<file path="config.mk">
export PLATFORM = sky130hd
export DESIGN_NAME = ssao_axes
export DESIGN_NICKNAME = d
export VERILOG_FILES = /design/src/logic/ssao_pkg.sv /design/src/logic/ssao_stepgen.sv /design/src/logic/ssao_ramp.sv /design/src/logic/ssao_axes.sv
export VERILOG_INCLUDE_DIRS = /design/src /design/src/logic
export SDC_FILE = /design/constraint.sdc
export NUM_CORES = 2
export LEC_CHECK = 0
export ABC_CLOCK_PERIOD_IN_PS = 22500
export CAP_MARGIN = 25
export CORE_MARGIN = 4
export CORE_UTILIZATION = 50
export CTS_CLUSTER_DIAMETER = 40
export DETAILED_ROUTE_END_ITERATION = 16
export DONT_BUFFER_PORTS = 1
export PLACE_DENSITY = 0.68
export SYNTH_ARGS = -nofsm -noshare
export SYNTH_HDL_FRONTEND = slang
export SYNTH_SLANG_ARGS = --single-unit
export TNS_END_PERCENT = 5
</file>
<file path="constraint.sdc">
create_clock -name MCLK_IN -period 22.5 [get_ports MCLK_IN]
set_clock_uncertainty 0.1 [all_clocks]
set_input_delay 1.125 -clock MCLK_IN [delete_from_list [all_inputs] [get_ports MCLK_IN]]
set_output_delay 1.125 -clock MCLK_IN [all_outputs]
set_load 0.005 [all_outputs]
</file>
<file path="src/logic/ssao_cfg.svh">
// Register offsets, field positions and reset values of the axis outputs.
`ifndef SSAO_CFG_SVH
`define SSAO_CFG_SVH
`define SSAO_OFF_CTRL 8'h00
`define SSAO_OFF_ENA 8'h04
`define SSAO_OFF_REV 8'h08
`define SSAO_OFF_FILT 8'h0C
`define SSAO_OFF_STAT 8'h10
`define SSAO_OFF_AOUT 8'h20
`define SSAO_OFF_RATE 8'h30
`define SSAO_OFF_MOVE 8'h40
`define SSAO_OFF_LEFT 8'h50
`define SSAO_BIT_RUN 4
`define SSAO_BIT_FOFF 5
`define SSAO_BIT_RELAY 6
`define SSAO_BIT_GEN 7
`define SSAO_BIT_DIR 16
`define SSAO_DO_LSB 4
`define SSAO_RST_CTRL 8'h00
`define SSAO_RST_ENA 8'h00
`define SSAO_RST_REV 4'h0
`define SSAO_RST_FILT 4'h4
`endif

</file>
<file path="src/logic/ssao_pkg.sv">
// Types shared by the axis output stage.
package ssao_pkg;
    // One stepper axis line set, true and negated.
    typedef struct packed {
        logic pulse;
        logic pulse_n;
        logic dir;
        logic dir_n;
    } ssao_step_s;
    // One analog channel value, signed full scale.
    typedef logic signed [15:0] ssao_aout_t;
    // Phases of one step move.
    typedef enum logic [2:0] {
        SSAO_PH_IDLE = 3'b000,
        SSAO_PH_LEAD = 3'b001,
        SSAO_PH_LOW = 3'b010,
        SSAO_PH_HIGH = 3'b011,
        SSAO_PH_TAIL = 3'b100
    } ssao_phase_e;
endpackage

</file>
<file path="src/logic/ssao_stepgen.sv">
// Step pulse generator for one stepper axis.
`timescale 1ns/10ps
`default_nettype none
module ssao_stepgen
    import ssao_pkg::*;
#(
    parameter int RW = 16,
    parameter int CW = 16
)
(
    // Clock and reset.
    input wire logic clk_in,
    input wire logic rst_in,
    // Move command.
    input wire logic en_in,
    input wire logic load_in,
    input wire logic left_in,
    input wire logic [CW-1:0] count_in,
    input wire logic [RW-1:0] rate_in,
    // Lines and state.
    output var ssao_step_s lines_out,
    output logic busy_out,
    output logic [CW-1:0] remain_out
);
    logic [RW-1:0] acc_r; // Phase accumulator.
    logic [RW:0] sum; // Accumulator sum with carry.
    logic ovf; // One tick of the half step period.
    logic take; // A move command is accepted.
    ssao_phase_e phase_r;
    ssao_phase_e phase_nxt;

    // The carry sets the half-period, so rate scales frequency linearly.
    assign sum = {1'b0, acc_r} + {1'b0, rate_in};
    assign ovf = en_in && sum[RW];
    assign busy_out = (phase_r != SSAO_PH_IDLE);
    assign take = load_in && !busy_out && (count_in != '0);

    // Accumulator restarts at a load so the lead phase is a full half step period.
    always_ff @(posedge clk_in or posedge rst_in)
    begin
        if (rst_in)
            acc_r <= '0;
        else if (take)
            acc_r <= '0;
        else if (en_in && busy_out)
            acc_r <= sum[RW-1:0];
    end

    // Phase sequence: lead, pulses, then a quiet tail before the next move.
    always_comb
    begin
        phase_nxt = phase_r;
        case (phase_r)
            SSAO_PH_IDLE: if (take) phase_nxt = SSAO_PH_LEAD;
            SSAO_PH_LEAD: if (ovf) phase_nxt = SSAO_PH_LOW;
            SSAO_PH_LOW: if (ovf) phase_nxt = SSAO_PH_HIGH;
            SSAO_PH_HIGH:
                if (ovf)
                    phase_nxt = (remain_out != '0) ? SSAO_PH_LOW : SSAO_PH_TAIL;
            SSAO_PH_TAIL: if (ovf) phase_nxt = SSAO_PH_IDLE;
            default: phase_nxt = SSAO_PH_IDLE;
        endcase
    end

    // Phase register.
    always_ff @(posedge clk_in or posedge rst_in)
    begin
        if (rst_in)
            phase_r <= SSAO_PH_IDLE;
        else
            phase_r <= phase_nxt;
    end

    // Pulses still owed; one is spent at each rising edge.
    always_ff @(posedge clk_in or posedge rst_in)
    begin
        if (rst_in)
            remain_out <= '0;
        else if (take)
            remain_out <= count_in;
        else if (ovf && phase_r == SSAO_PH_LOW)
            remain_out <= remain_out - CW'(1);
    end

    // Line pairs always change together, so both halves stay complementary.
    always_ff @(posedge clk_in or posedge rst_in)
    begin
        if (rst_in)
            lines_out <= '{pulse: 1'b0, pulse_n: 1'b1, dir: 1'b0, dir_n: 1'b1};
        else if (take)
        begin
            lines_out.dir <= left_in;
            lines_out.dir_n <= ~left_in;
        end
        else if (ovf && phase_r == SSAO_PH_LOW)
        begin
            lines_out.pulse <= 1'b1;
            lines_out.pulse_n <= 1'b0;
        end
        else if (ovf && phase_r == SSAO_PH_HIGH)
        begin
            lines_out.pulse <= 1'b0;
            lines_out.pulse_n <= 1'b1;
        end
    end
endmodule
`default_nettype wire

</file>
<file path="src/logic/ssao_ramp.sv">
// Linear interpolation and switchable output filter for one channel.
`timescale 1ns/10ps
`default_nettype none
module ssao_ramp
    import ssao_pkg::*;
#(
    parameter int S = 8
)
(
    // Clock and reset.
    input wire logic clk_in,
    input wire logic rst_in,
    // Servo tick and settings.
    input wire logic tick_in,
    input wire logic filt_off_in,
    input wire logic [3:0] filt_shift_in,
    input wire ssao_aout_t target_in,
    // Channel value.
    output ssao_aout_t value_out
);
    ssao_aout_t last_r; // Target of the last servo tick.
    logic signed [16:0] incr_r; // Per-cycle slope in fractional units.
    logic signed [16+S:0] interp_r; // Interpolated value with S fraction bits.
    logic signed [16+S:0] fy_r; // Filter state, same scale.
    logic signed [16+S:0] fdiff;

    assign fdiff = interp_r - fy_r;

    // A tick period is 2**S cycles, so adding the raw difference each cycle
    // lands exactly on the new target with no divider.
    always_ff @(posedge clk_in or posedge rst_in)
    begin
        if (rst_in)
        begin
            last_r <= '0;
            incr_r <= '0;
            interp_r <= '0;
        end
        else
        begin
            interp_r <= interp_r + {{S{incr_r[16]}}, incr_r};
            if (tick_in)
            begin
                last_r <= target_in;
                incr_r <= {target_in[15], target_in} - {last_r[15], last_r};
            end
        end
    end

    // First-order low pass; shift sets the filter time.
    always_ff @(posedge clk_in or posedge rst_in)
    begin
        if (rst_in)
            fy_r <= '0;
        else
            fy_r <= fy_r + (fdiff >>> filt_shift_in);
    end

    // Output register picks filtered or plain interpolated value.
    always_ff @(posedge clk_in or posedge rst_in)
    begin
        if (rst_in)
            value_out <= '0;
        else if (filt_off_in)
            value_out <= interp_r[15+S:S];
        else
            value_out <= fy_r[15+S:S];
    end
endmodule
`default_nettype wire

</file>
<file path="src/logic/ssao_axes.sv">
// Four-axis drive output stage: setpoints, step lines, enables, contacts.
//
// Notes on behaviour
// - Four axes, each analog or stepper, mixed.
// - One drive enable output per axis.
// - Analog axis: bipolar speed setpoint plus enable.
// - Contact closes once program enables the axis; here a stepper axis contact also waits for run.
// - Stepper lines come as true/negated pairs.
// - Pulse count equals commanded travel.
// - Pulse rate proportional to commanded speed.
// - Direction high means left, low right.
// - Per-axis reversal inverts direction mapping.
// - Stepper enable needs axis enable and run.
// - Stepper enable and contact switch together.
// - Extended: channels as general filtered analog outputs.
// - Filter on by default, in every use.
// - Outputs interpolate linearly across servo cycles.
// - Extended: contacts usable as digital outputs.
//
// Added by the designer: the register offsets and the plain strobed port.
`include "ssao_cfg.svh"
`timescale 1ns/10ps
`default_nettype none
module ssao_axes
    import ssao_pkg::*;
#(
    parameter bit EXTENDED = 1'b1,
    parameter int SERVO_SHIFT = 8,
    parameter int RW = 16,
    parameter int CW = 16
)
(
    // Clock and reset.
    input wire logic MCLK_IN,
    input wire logic SYS_RST_IN,
    // Register port.
    input wire logic [7:0] REG_ADDR_IN,
    input wire logic [31:0] REG_WDATA_IN,
    input wire logic REG_WSTB_IN,
    input wire logic REG_RSTB_IN,
    output logic [31:0] REG_RDATA_OUT,
    // Analog channels.
    output wire ssao_aout_t [3:0] SPEED_SETPOINT_OUT,
    // Enables and contacts.
    output logic [3:0] CONTROLLER_RELEASE_CONTACT_OUT,
    output logic [3:0] DRIVE_RELEASE_SIGNAL_OUT,
    output logic [3:0] DRIVE_RELEASE_SIGNAL_N_OUT,
    // Stepper lines.
    output wire ssao_step_s [3:0] STEP_PULSE_LINE_OUT
);
    logic [7:0] ctrl_r; // Stepper select, run, filter off, relay, general.
    logic [7:0] ena_r; // Axis enables and digital output bits.
    logic [3:0] rev_r; // Direction reversal per axis.
    logic [3:0] filt_r; // Filter time as a shift.
    logic [3:0][15:0] aout_r; // Setpoint or general output values.
    logic [3:0][RW-1:0] rate_r; // Step rates.
    logic [SERVO_SHIFT-1:0] servo_cnt_r; // Servo cycle divider.
    logic servo_tick; // One-cycle servo cycle enable.
    logic [3:0] ax_en; // Effective axis enable.
    logic [3:0] contact_nxt;
    logic [3:0] mv_load; // Move write per axis.
    logic [3:0] busy_w; // Axis still stepping.
    logic [3:0][CW-1:0] remain_w; // Pulses still owed.
    logic [1:0] rch; // Channel from the address.
    logic [31:0] rd_nxt;
    logic relay_mode; // Contacts serve as digital outputs.
    logic gen_mode; // Channels serve as general analog outputs.

    // Block decode: the upper nibble picks a four-word block.
    function automatic logic blk_hit(input logic [7:0] a, input logic [7:0] b);
        return (a[7:4] == b[7:4]) && (a[1:0] == 2'b00);
    endfunction

    // Single-register decode.
    function automatic logic reg_hit(input logic [7:0] a, input logic [7:0] b);
        return a == b;
    endfunction

    assign rch = REG_ADDR_IN[3:2];
    // The variant modes do not exist on the basic part.
    assign relay_mode = EXTENDED && ctrl_r[`SSAO_BIT_RELAY];
    assign gen_mode = EXTENDED && ctrl_r[`SSAO_BIT_GEN];

    // Mode and control register.
    always_ff @(posedge MCLK_IN or posedge SYS_RST_IN)
    begin
        if (SYS_RST_IN)
            ctrl_r <= `SSAO_RST_CTRL;
        else if (REG_WSTB_IN && reg_hit(REG_ADDR_IN, `SSAO_OFF_CTRL))
            ctrl_r <= REG_WDATA_IN[7:0];
    end

    // Axis enables set by the user program, plus digital output bits.
    always_ff @(posedge MCLK_IN or posedge SYS_RST_IN)
    begin
        if (SYS_RST_IN)
            ena_r <= `SSAO_RST_ENA;
        else if (REG_WSTB_IN && reg_hit(REG_ADDR_IN, `SSAO_OFF_ENA))
            ena_r <= REG_WDATA_IN[7:0];
    end

    // Reversal and filter time settings.
    always_ff @(posedge MCLK_IN or posedge SYS_RST_IN)
    begin
        if (SYS_RST_IN)
        begin
            rev_r <= `SSAO_RST_REV;
            filt_r <= `SSAO_RST_FILT;
        end
        else if (REG_WSTB_IN && reg_hit(REG_ADDR_IN, `SSAO_OFF_REV))
            rev_r <= REG_WDATA_IN[3:0];
        else if (REG_WSTB_IN && reg_hit(REG_ADDR_IN, `SSAO_OFF_FILT))
            filt_r <= REG_WDATA_IN[3:0];
    end

    // Channel values and step rates, one word per axis.
    always_ff @(posedge MCLK_IN or posedge SYS_RST_IN)
    begin
        if (SYS_RST_IN)
        begin
            aout_r <= '0;
            rate_r <= '0;
        end
        else if (REG_WSTB_IN && blk_hit(REG_ADDR_IN, `SSAO_OFF_AOUT))
            aout_r[rch] <= REG_WDATA_IN[15:0];
        else if (REG_WSTB_IN && blk_hit(REG_ADDR_IN, `SSAO_OFF_RATE))
            rate_r[rch] <= REG_WDATA_IN[RW-1:0];
    end

    // A move word starts a stepper move; it is dropped while busy so the
    // direction never changes inside a move.
    always_comb
    begin
        for (int i = 0; i < 4; i++)
            mv_load[i] = REG_WSTB_IN && blk_hit(REG_ADDR_IN, `SSAO_OFF_MOVE)
                && (rch == 2'(i)) && ctrl_r[i];
    end

    // Servo cycle divider; its period is 2**SERVO_SHIFT clocks.
    always_ff @(posedge MCLK_IN or posedge SYS_RST_IN)
    begin
        if (SYS_RST_IN)
            servo_cnt_r <= '0;
        else
            servo_cnt_r <= servo_cnt_r + SERVO_SHIFT'(1);
    end
    assign servo_tick = &servo_cnt_r;

    // Stepper axes only enable while running; analog contacts follow the
    // program directly.
    always_comb
    begin
        for (int i = 0; i < 4; i++)
        begin
            ax_en[i] = ena_r[i] && (!ctrl_r[i] || ctrl_r[`SSAO_BIT_RUN]);
            if (relay_mode)
                contact_nxt[i] = ena_r[`SSAO_DO_LSB + i];
            else
                contact_nxt[i] = ax_en[i];
        end
    end

    // Contact and drive enables share one register stage, so they switch
    // in the same cycle.
    always_ff @(posedge MCLK_IN or posedge SYS_RST_IN)
    begin
        if (SYS_RST_IN)
        begin
            CONTROLLER_RELEASE_CONTACT_OUT <= '0;
            DRIVE_RELEASE_SIGNAL_OUT <= '0;
            DRIVE_RELEASE_SIGNAL_N_OUT <= '1;
        end
        else
        begin
            CONTROLLER_RELEASE_CONTACT_OUT <= contact_nxt;
            DRIVE_RELEASE_SIGNAL_OUT <= ax_en & ctrl_r[3:0];
            DRIVE_RELEASE_SIGNAL_N_OUT <= ~(ax_en & ctrl_r[3:0]);
        end
    end

    // Per-axis channel and step generator.
    for (genvar g = 0; g < 4; g++)
    begin : gen_ax
        ssao_aout_t tgt; // Stepper axes hold zero unless in general mode.
        assign tgt = (gen_mode || !ctrl_r[g]) ? aout_r[g] : '0;
        ssao_ramp #(.S(SERVO_SHIFT)) u_ramp (
            .clk_in(MCLK_IN),
            .rst_in(SYS_RST_IN),
            .tick_in(servo_tick),
            .filt_off_in(EXTENDED && ctrl_r[`SSAO_BIT_FOFF]),
            .filt_shift_in(filt_r),
            .target_in(tgt),
            .value_out(SPEED_SETPOINT_OUT[g])
        );
        ssao_stepgen #(.RW(RW), .CW(CW)) u_step (
            .clk_in(MCLK_IN),
            .rst_in(SYS_RST_IN),
            .en_in(ax_en[g] && ctrl_r[g]),
            .load_in(mv_load[g]),
            .left_in(REG_WDATA_IN[`SSAO_BIT_DIR] ^ rev_r[g]),
            .count_in(REG_WDATA_IN[CW-1:0]),
            .rate_in(rate_r[g]),
            .lines_out(STEP_PULSE_LINE_OUT[g]),
            .busy_out(busy_w[g]),
            .remain_out(remain_w[g])
        );
    end

    // Read multiplexer; unmapped addresses and the move block read zero.
    always_comb
    begin
        rd_nxt = '0;
        if (reg_hit(REG_ADDR_IN, `SSAO_OFF_CTRL))
            rd_nxt[7:0] = ctrl_r;
        else if (reg_hit(REG_ADDR_IN, `SSAO_OFF_ENA))
            rd_nxt[7:0] = ena_r;
        else if (reg_hit(REG_ADDR_IN, `SSAO_OFF_REV))
            rd_nxt[3:0] = rev_r;
        else if (reg_hit(REG_ADDR_IN, `SSAO_OFF_FILT))
            rd_nxt[3:0] = filt_r;
        else if (reg_hit(REG_ADDR_IN, `SSAO_OFF_STAT))
            rd_nxt[11:0] = {CONTROLLER_RELEASE_CONTACT_OUT,
                DRIVE_RELEASE_SIGNAL_OUT, busy_w};
        else if (blk_hit(REG_ADDR_IN, `SSAO_OFF_AOUT))
            rd_nxt[15:0] = aout_r[rch];
        else if (blk_hit(REG_ADDR_IN, `SSAO_OFF_RATE))
            rd_nxt[RW-1:0] = rate_r[rch];
        else if (blk_hit(REG_ADDR_IN, `SSAO_OFF_LEFT))
            rd_nxt[CW-1:0] = remain_w[rch];
    end

    // Read data stand only in the cycle after the strobe.
    always_ff @(posedge MCLK_IN or posedge SYS_RST_IN)
    begin
        if (SYS_RST_IN)
            REG_RDATA_OUT <= '0;
        else if (REG_RSTB_IN)
            REG_RDATA_OUT <= rd_nxt;
        else
            REG_RDATA_OUT <= '0;
    end
endmodule
`default_nettype wire

</file>
* Word-level counts from Yosys, hierarchy flattened
Cells that the tools add are included.
** Word-level totals
- Flip-flop bits (word level) :: 756
- Input bits :: 44
- Output and inout bits :: 124
** Operators by class
- Add/sub/neg operators :: 25
- Magnitude comparators :: 2
- Equality and inequality tests :: 47
- Shift-type cells :: 4
- Mux-type cells :: 88
- Bitwise logic cells :: 16
- Reductions and logical operators :: 107
** Operator list (number)
- $mux W16 :: 32
- $add A25 B25 Y25 :: 8
- $bwmux W64 :: 2
- $sshr A25 B4 Y25 :: 4
- $sub A25 B25 Y25 :: 4
- $bmux W16 S2 :: 3
- $reduce_bool A16 Y1 :: 5
- $mux W3 :: 24
- $add A16 B16 Y17 :: 4
- $sub A16 B16 Y17 :: 4
- $sub A16 B1 Y16 const B :: 4
- $pmux W3 S5 :: 4
- $logic_and A1 B1 Y1 :: 52
- $ne A2 B1 Y1 const B :: 20
- $mux W12 :: 3
- $demux W16 S2 :: 1
- $mux W8 :: 4
- $eq A3 B2 Y1 const B :: 8
- $reduce_bool A2 Y1 :: 12
- $reduce_and A5 Y1 :: 4
- $eq A8 B4 Y1 const B :: 2
- $mux W2 :: 8
- $eq A3 B1 Y1 const B :: 4
- $eq A3 B3 Y1 const B :: 4
- 23 further kinds :: 69

* Logic depth before layout (Yosys ltp)
- Depth after elaboration :: 11
- Depth in mapped cells :: 27
- Gate-level depth less buffers :: 27

* Hierarchy
A second synthesis with hierarchy kept.
** Unflattened totals
- Cell total of the unflattened synthesis :: 5976
- Area, all modules :: 55147.9 um2
** By module, submodules not included
- ssao_ramp (gen_ax[2].u_ramp ...) :: times used 2, cells each 1017, area an instance 8718.4 um2
- ssao_ramp (gen_ax[0].u_ramp ...) :: times used 2, cells each 991, area an instance 8592.0 um2
- ssao_axes :: times used 1, cells each 719, area an instance 9644.2 um2
- ssao_stepgen (gen_ax[0].u_step ...) :: times used 3, cells each 317, area an instance 2756.4 um2
- ssao_stepgen (gen_ax[3].u_step) :: times used 1, cells each 290, area an instance 2613.8 um2

* Least setup slack after synthesis
OpenSTA, ideal clock, no wires.
- Path kind :: register to register
- Start :: reg gen_ax[3].u_ramp.fy_r[1]
- End :: reg gen_ax[3].u_ramp.fy_r[24]
- Setup time :: 0.079 ns
- Arrival time :: 6.196 ns
- Data required time :: 22.321 ns
- Path slack :: 16.125 ns
- Stages on the path, launching flop included :: 26
- Period minus slack after synthesis :: 6.375 ns
- Cell sequence :: dfrtp_1 inv_1 ha_1 nor2b_1 o31a_1 o41a_1 a221oi_2 o21ai_0 xor2_1 mux4_2 mux2_2 nor2_1 a21oi_1 ha_1 fa_1 a21o_1 a21oi_1 o21ai_0 a221o_1 a41o_1 o41ai_1 o2111ai_1 a21oi_1 o21ai_0 a221oi_1 xor2_1
** Between the ends
- Cells in the longest elaborated chain, start to end :: 3
** RTL lines
- from (decl) :: line ssao_ramp.sv:24 : logic signed [16+S:0] fy_r;
- from (signal assigned) :: line ssao_ramp.sv:56 : fy_r <= fy_r + (fdiff >>> filt_shift_in);
- $sub A25 B25 Y25 :: line ssao_ramp.sv:27 : assign fdiff = interp_r - fy_r;
- $sshr A25 B4 Y25 :: line ssao_ramp.sv:56
- $add A25 B25 Y25 * :: line ssao_ramp.sv:56
Every way passes the cells marked *; elsewhere a longest branch is shown, timed or not.
A chain may end at the register's enable or synchronous reset.

* Final worst setup path
Ends and elaborated chain as after synthesis.

==> impl_metrics.ini <==
[outcome]
outcome = complete, no violations

[sta]
rsz0062_at_grt = false
worst_pin_slew_ps = 998
fin_hold_ws_ps = 278
drv_slew = 0
fin_tns_setup_ps = 0
slew_headroom_pct = 33.0
setup_viol_count_final = 0
final.period_utilization_pct = 33.1
max_freq_ghz = 0.134
timing.final.hold_violations = 0
fin_crit_ps = 7460

[cells_and_area]
syn2layout_area_growth_pct = 11.7
layout-drive-gt1-share_pct = 12.0
fin_nets = 5896
fin_cells = 6884
n_antenna_cell = 0
layout_commonest_cell = dfrtp_1
final_cell_mix = 723 x dfrtp_1, 487 x nand2_1, 425 x ha_1
fill_cells = 8890
finalInstanceArea_um2 = 57400

[clock_tree]
cts_sinks = 740
cts_tree = done
clockBufferDepth = 3
cts_made_buffers = 133
post-cts-setup-buffers = 0
root_buffer = clkbuf_16
cts_resized = 0
cts.hold.buffers_added = 0
cts_max_level = 4
worstSkewPairLatency_ps = 730
path_clk_slew_ps = 50

[floorplanning]
fp.dieH_um = 328
die-area_um2 = 108000
die_x_um = 328
ios = 168
num_rows = 117
start_util_pct = 50.4
core-area_um2 = 102000

[global_routing]
grt-ovfl-total = 0
antenna_found_initial = 2
use_met1_pct = 34.2
met2_usage_pct = 39.2
gr-usage-met3_pct = 5.11
grt_max_degree = 156
grt_pass1_wl_mm = 217
track_usage_pct = 25.1
top_usage_layer = met2
grt_pass1_vias = 39411

[logic_synthesis]
ys.flop_type = dfrtp_1
synthArstFlopShare_pct = 100
synth_cells = 5441
ys_warn_count = 0
synth_enable_flop_cells = 0
ys_types = 89
syn_area_um2 = 51400
synth.area.top_cells = dfrtp_1 35%, ha_1 10%, mux2_2 5.2%, xnor2_1 4.3%, o21ai_0 4.1%
yosysTopAreaCellShare_pct = 35.4
ys_ff_latch = 740
syn_area_per_cell_um2 = 9.44
ys_seq_area_share_pct = 36.1
yosysTopAreaCell = dfrtp_1

[worst_hold_path]
holdCritPathClass = in -> async

[flow_run]
cap_violations = 0

[placed_design]
place_inst = 6636
portBuffers = 0
dpl_cell_area_um2 = 52500
dp_hpwl_mm = 98.6
routabilityCongestion = 0.933

[routing]
drc = 0
drt-initial-drc-count = 2932
routed-via-count = 40857
post_drt_wl_per_cell_um = 19.8
drtPass1Iterations = 6
totalWireLength_mm = 136
viasPerCell = 5.94
antenna_left = 0

[power]
peakVddDrop_v = 0.0000818
p_leak_nw = 27.1
power_density_nw_per_um2 = 110
fin_total_pwr_mw = 6.34

[worst_setup_path]
worstSetupPathType = reg -> reg
startpoint_type = flop
worstSetupEndpointType = flop
worst_ep_arrival_time_ps = 8010
required_ps = 23050
worst-path-max-fanout = 5
-- cells by family (layout without fill, tap and decap cells) --
logic type / count (synthesis) / count (layout) / share of synthesized area [%]
AO/OA/AOI/OAI: 1430 / 1430 / 17.7
AND/OR/NAND/NOR: 1498 / 1498 / 13.9
other: 1 / 16 / 0.00730
flip-flops: 740 / 740 / 36.1
XOR/XNOR: 373 / 373 / 6.39
adder cells (fa/ha/maj): 445 / 445 / 11.1
multiplexers: 421 / 421 / 10.8
buffers and inverters: 533 / 593 / 4.01
-- per-stage QoR --
step | util [%] | worst slack, ps
after floorplan | - | 532
after global placement | 51.6 | 15220
after detailed placement | 51.6 | 15190
after CTS | 56.2 | 15110
after global routing | 56.3 | 14560
final | 56.3 | 15040
-- final cells by class --
cell class              count  area, µm²  share of cell area [%]
clock buffers             165       3720                    6.49
inverters                 314       1190                    2.07
flip-flops and latches    740      18500                    32.3
multi-input cells        4183      30900                    53.8
well taps                1368       1710                    2.98
clock inverters            79       1040                    1.81
repair buffers             35        323                   0.563
-- sequential cells by signal, indices dropped and copies added (netlist names), 16 cells and up --
register / cells
gen_ax.u_step.acc_r: 64
gen_ax.u_ramp.interp_r: 100
gen_ax.u_ramp.value_out: 64
rate_r: 64
gen_ax.u_step.remain_out: 64
gen_ax.u_ramp.last_r: 64
REG_RDATA_OUT: 16
aout_r: 64
gen_ax.u_ramp.incr_r: 68
gen_ax.u_step.lines_out: 16
gen_ax.u_ramp.fy_r: 100
-- routing by layer --
layer / vias up / wire (µm)
met1: 19641 / 60200
met4: 0 / 5780
met3: 299 / 9500
li1: 19647 / -
met2: 1270 / 60700
met5: - / 0
-- worst paths after layout --
kind,start,endpoint,slack [ps],depth (start not counted)
setup / recovery,gen_ax[3].u_ramp.fy_r[1],gen_ax[3].u_ramp.fy_r[24],15040,25
hold / removal,SYS_RST_IN,rate_r[0],280,1
setup reg to reg,gen_ax[3].u_ramp.fy_r[1],gen_ax[3].u_ramp.fy_r[24],15040,25
hold reg to reg,servo_cnt_r[6],servo_cnt_r[6],370,1
max in group asynchronous,SYS_RST_IN,gen_ax[2].u_step.remain_out[14],19690,3
min in group MCLK_IN,servo_cnt_r[6],servo_cnt_r[6],370,1
-- synthesized netlist by cell type, types with 14 or more instances --
| library cell | number |
|---|---|
| fa_1 | 20 |
| xnor2_1 | 254 |
| a21oi_1 | 321 |
| mux2i_1 | 103 |
| a21boi_0 | 28 |
| mux4_2 | 83 |
| dfrtp_1 | 727 |
| nand2b_1 | 64 |
| o21ai_0 | 416 |
| a211oi_1 | 71 |
| and2_1 | 86 |
| a31oi_1 | 53 |
| o211ai_1 | 30 |
| xor2_1 | 118 |
| nor3_1 | 109 |
| ha_1 | 425 |
| o21a_1 | 62 |
| buf_1 | 40 |
| nand3_1 | 145 |
| o22ai_1 | 36 |
| a21o_1 | 122 |
| inv_1 | 311 |
| nor2b_1 | 59 |
| clkbuf_1 | 163 |
| nand2_1 | 487 |
| o31ai_1 | 38 |
| or2_2 | 18 |
| o21bai_1 | 44 |
| o41ai_1 | 14 |
| buf_4 | 16 |
| nand4_1 | 23 |
| and3_1 | 43 |
| a22oi_1 | 39 |
| nor4_1 | 26 |
| nor2_1 | 334 |
| mux2_2 | 235 |
| or3_1 | 47 |
-- critical path, cell delays in order, from the launching register on --
cell,delay (ps)
dfrtp_1,450
inv_1,70
ha_1,280
nor2b_1,140
o31a_1,280
o41a_1,370
a221oi_2,450
o21ai_0,230
xor2_1,220
mux4_2,540
mux2_2,300
nor2_1,100
a21oi_1,70
ha_1,270
fa_1,430
a21o_1,180
a21oi_1,280
o21ai_0,170
a221o_1,350
a41o_1,270
o41ai_1,610
o2111ai_1,230
a21oi_1,330
o21ai_0,180
a221oi_1,350
xor2_1,170
-- where the power goes --
part	leakage (nW)	internal [mW]	switching, mW
Clock	2.30	1.38	0.749
Combinational	15.5	1.11	1.43
Sequential	9.32	1.54	0.134
(Power assumes the default switching activity.)
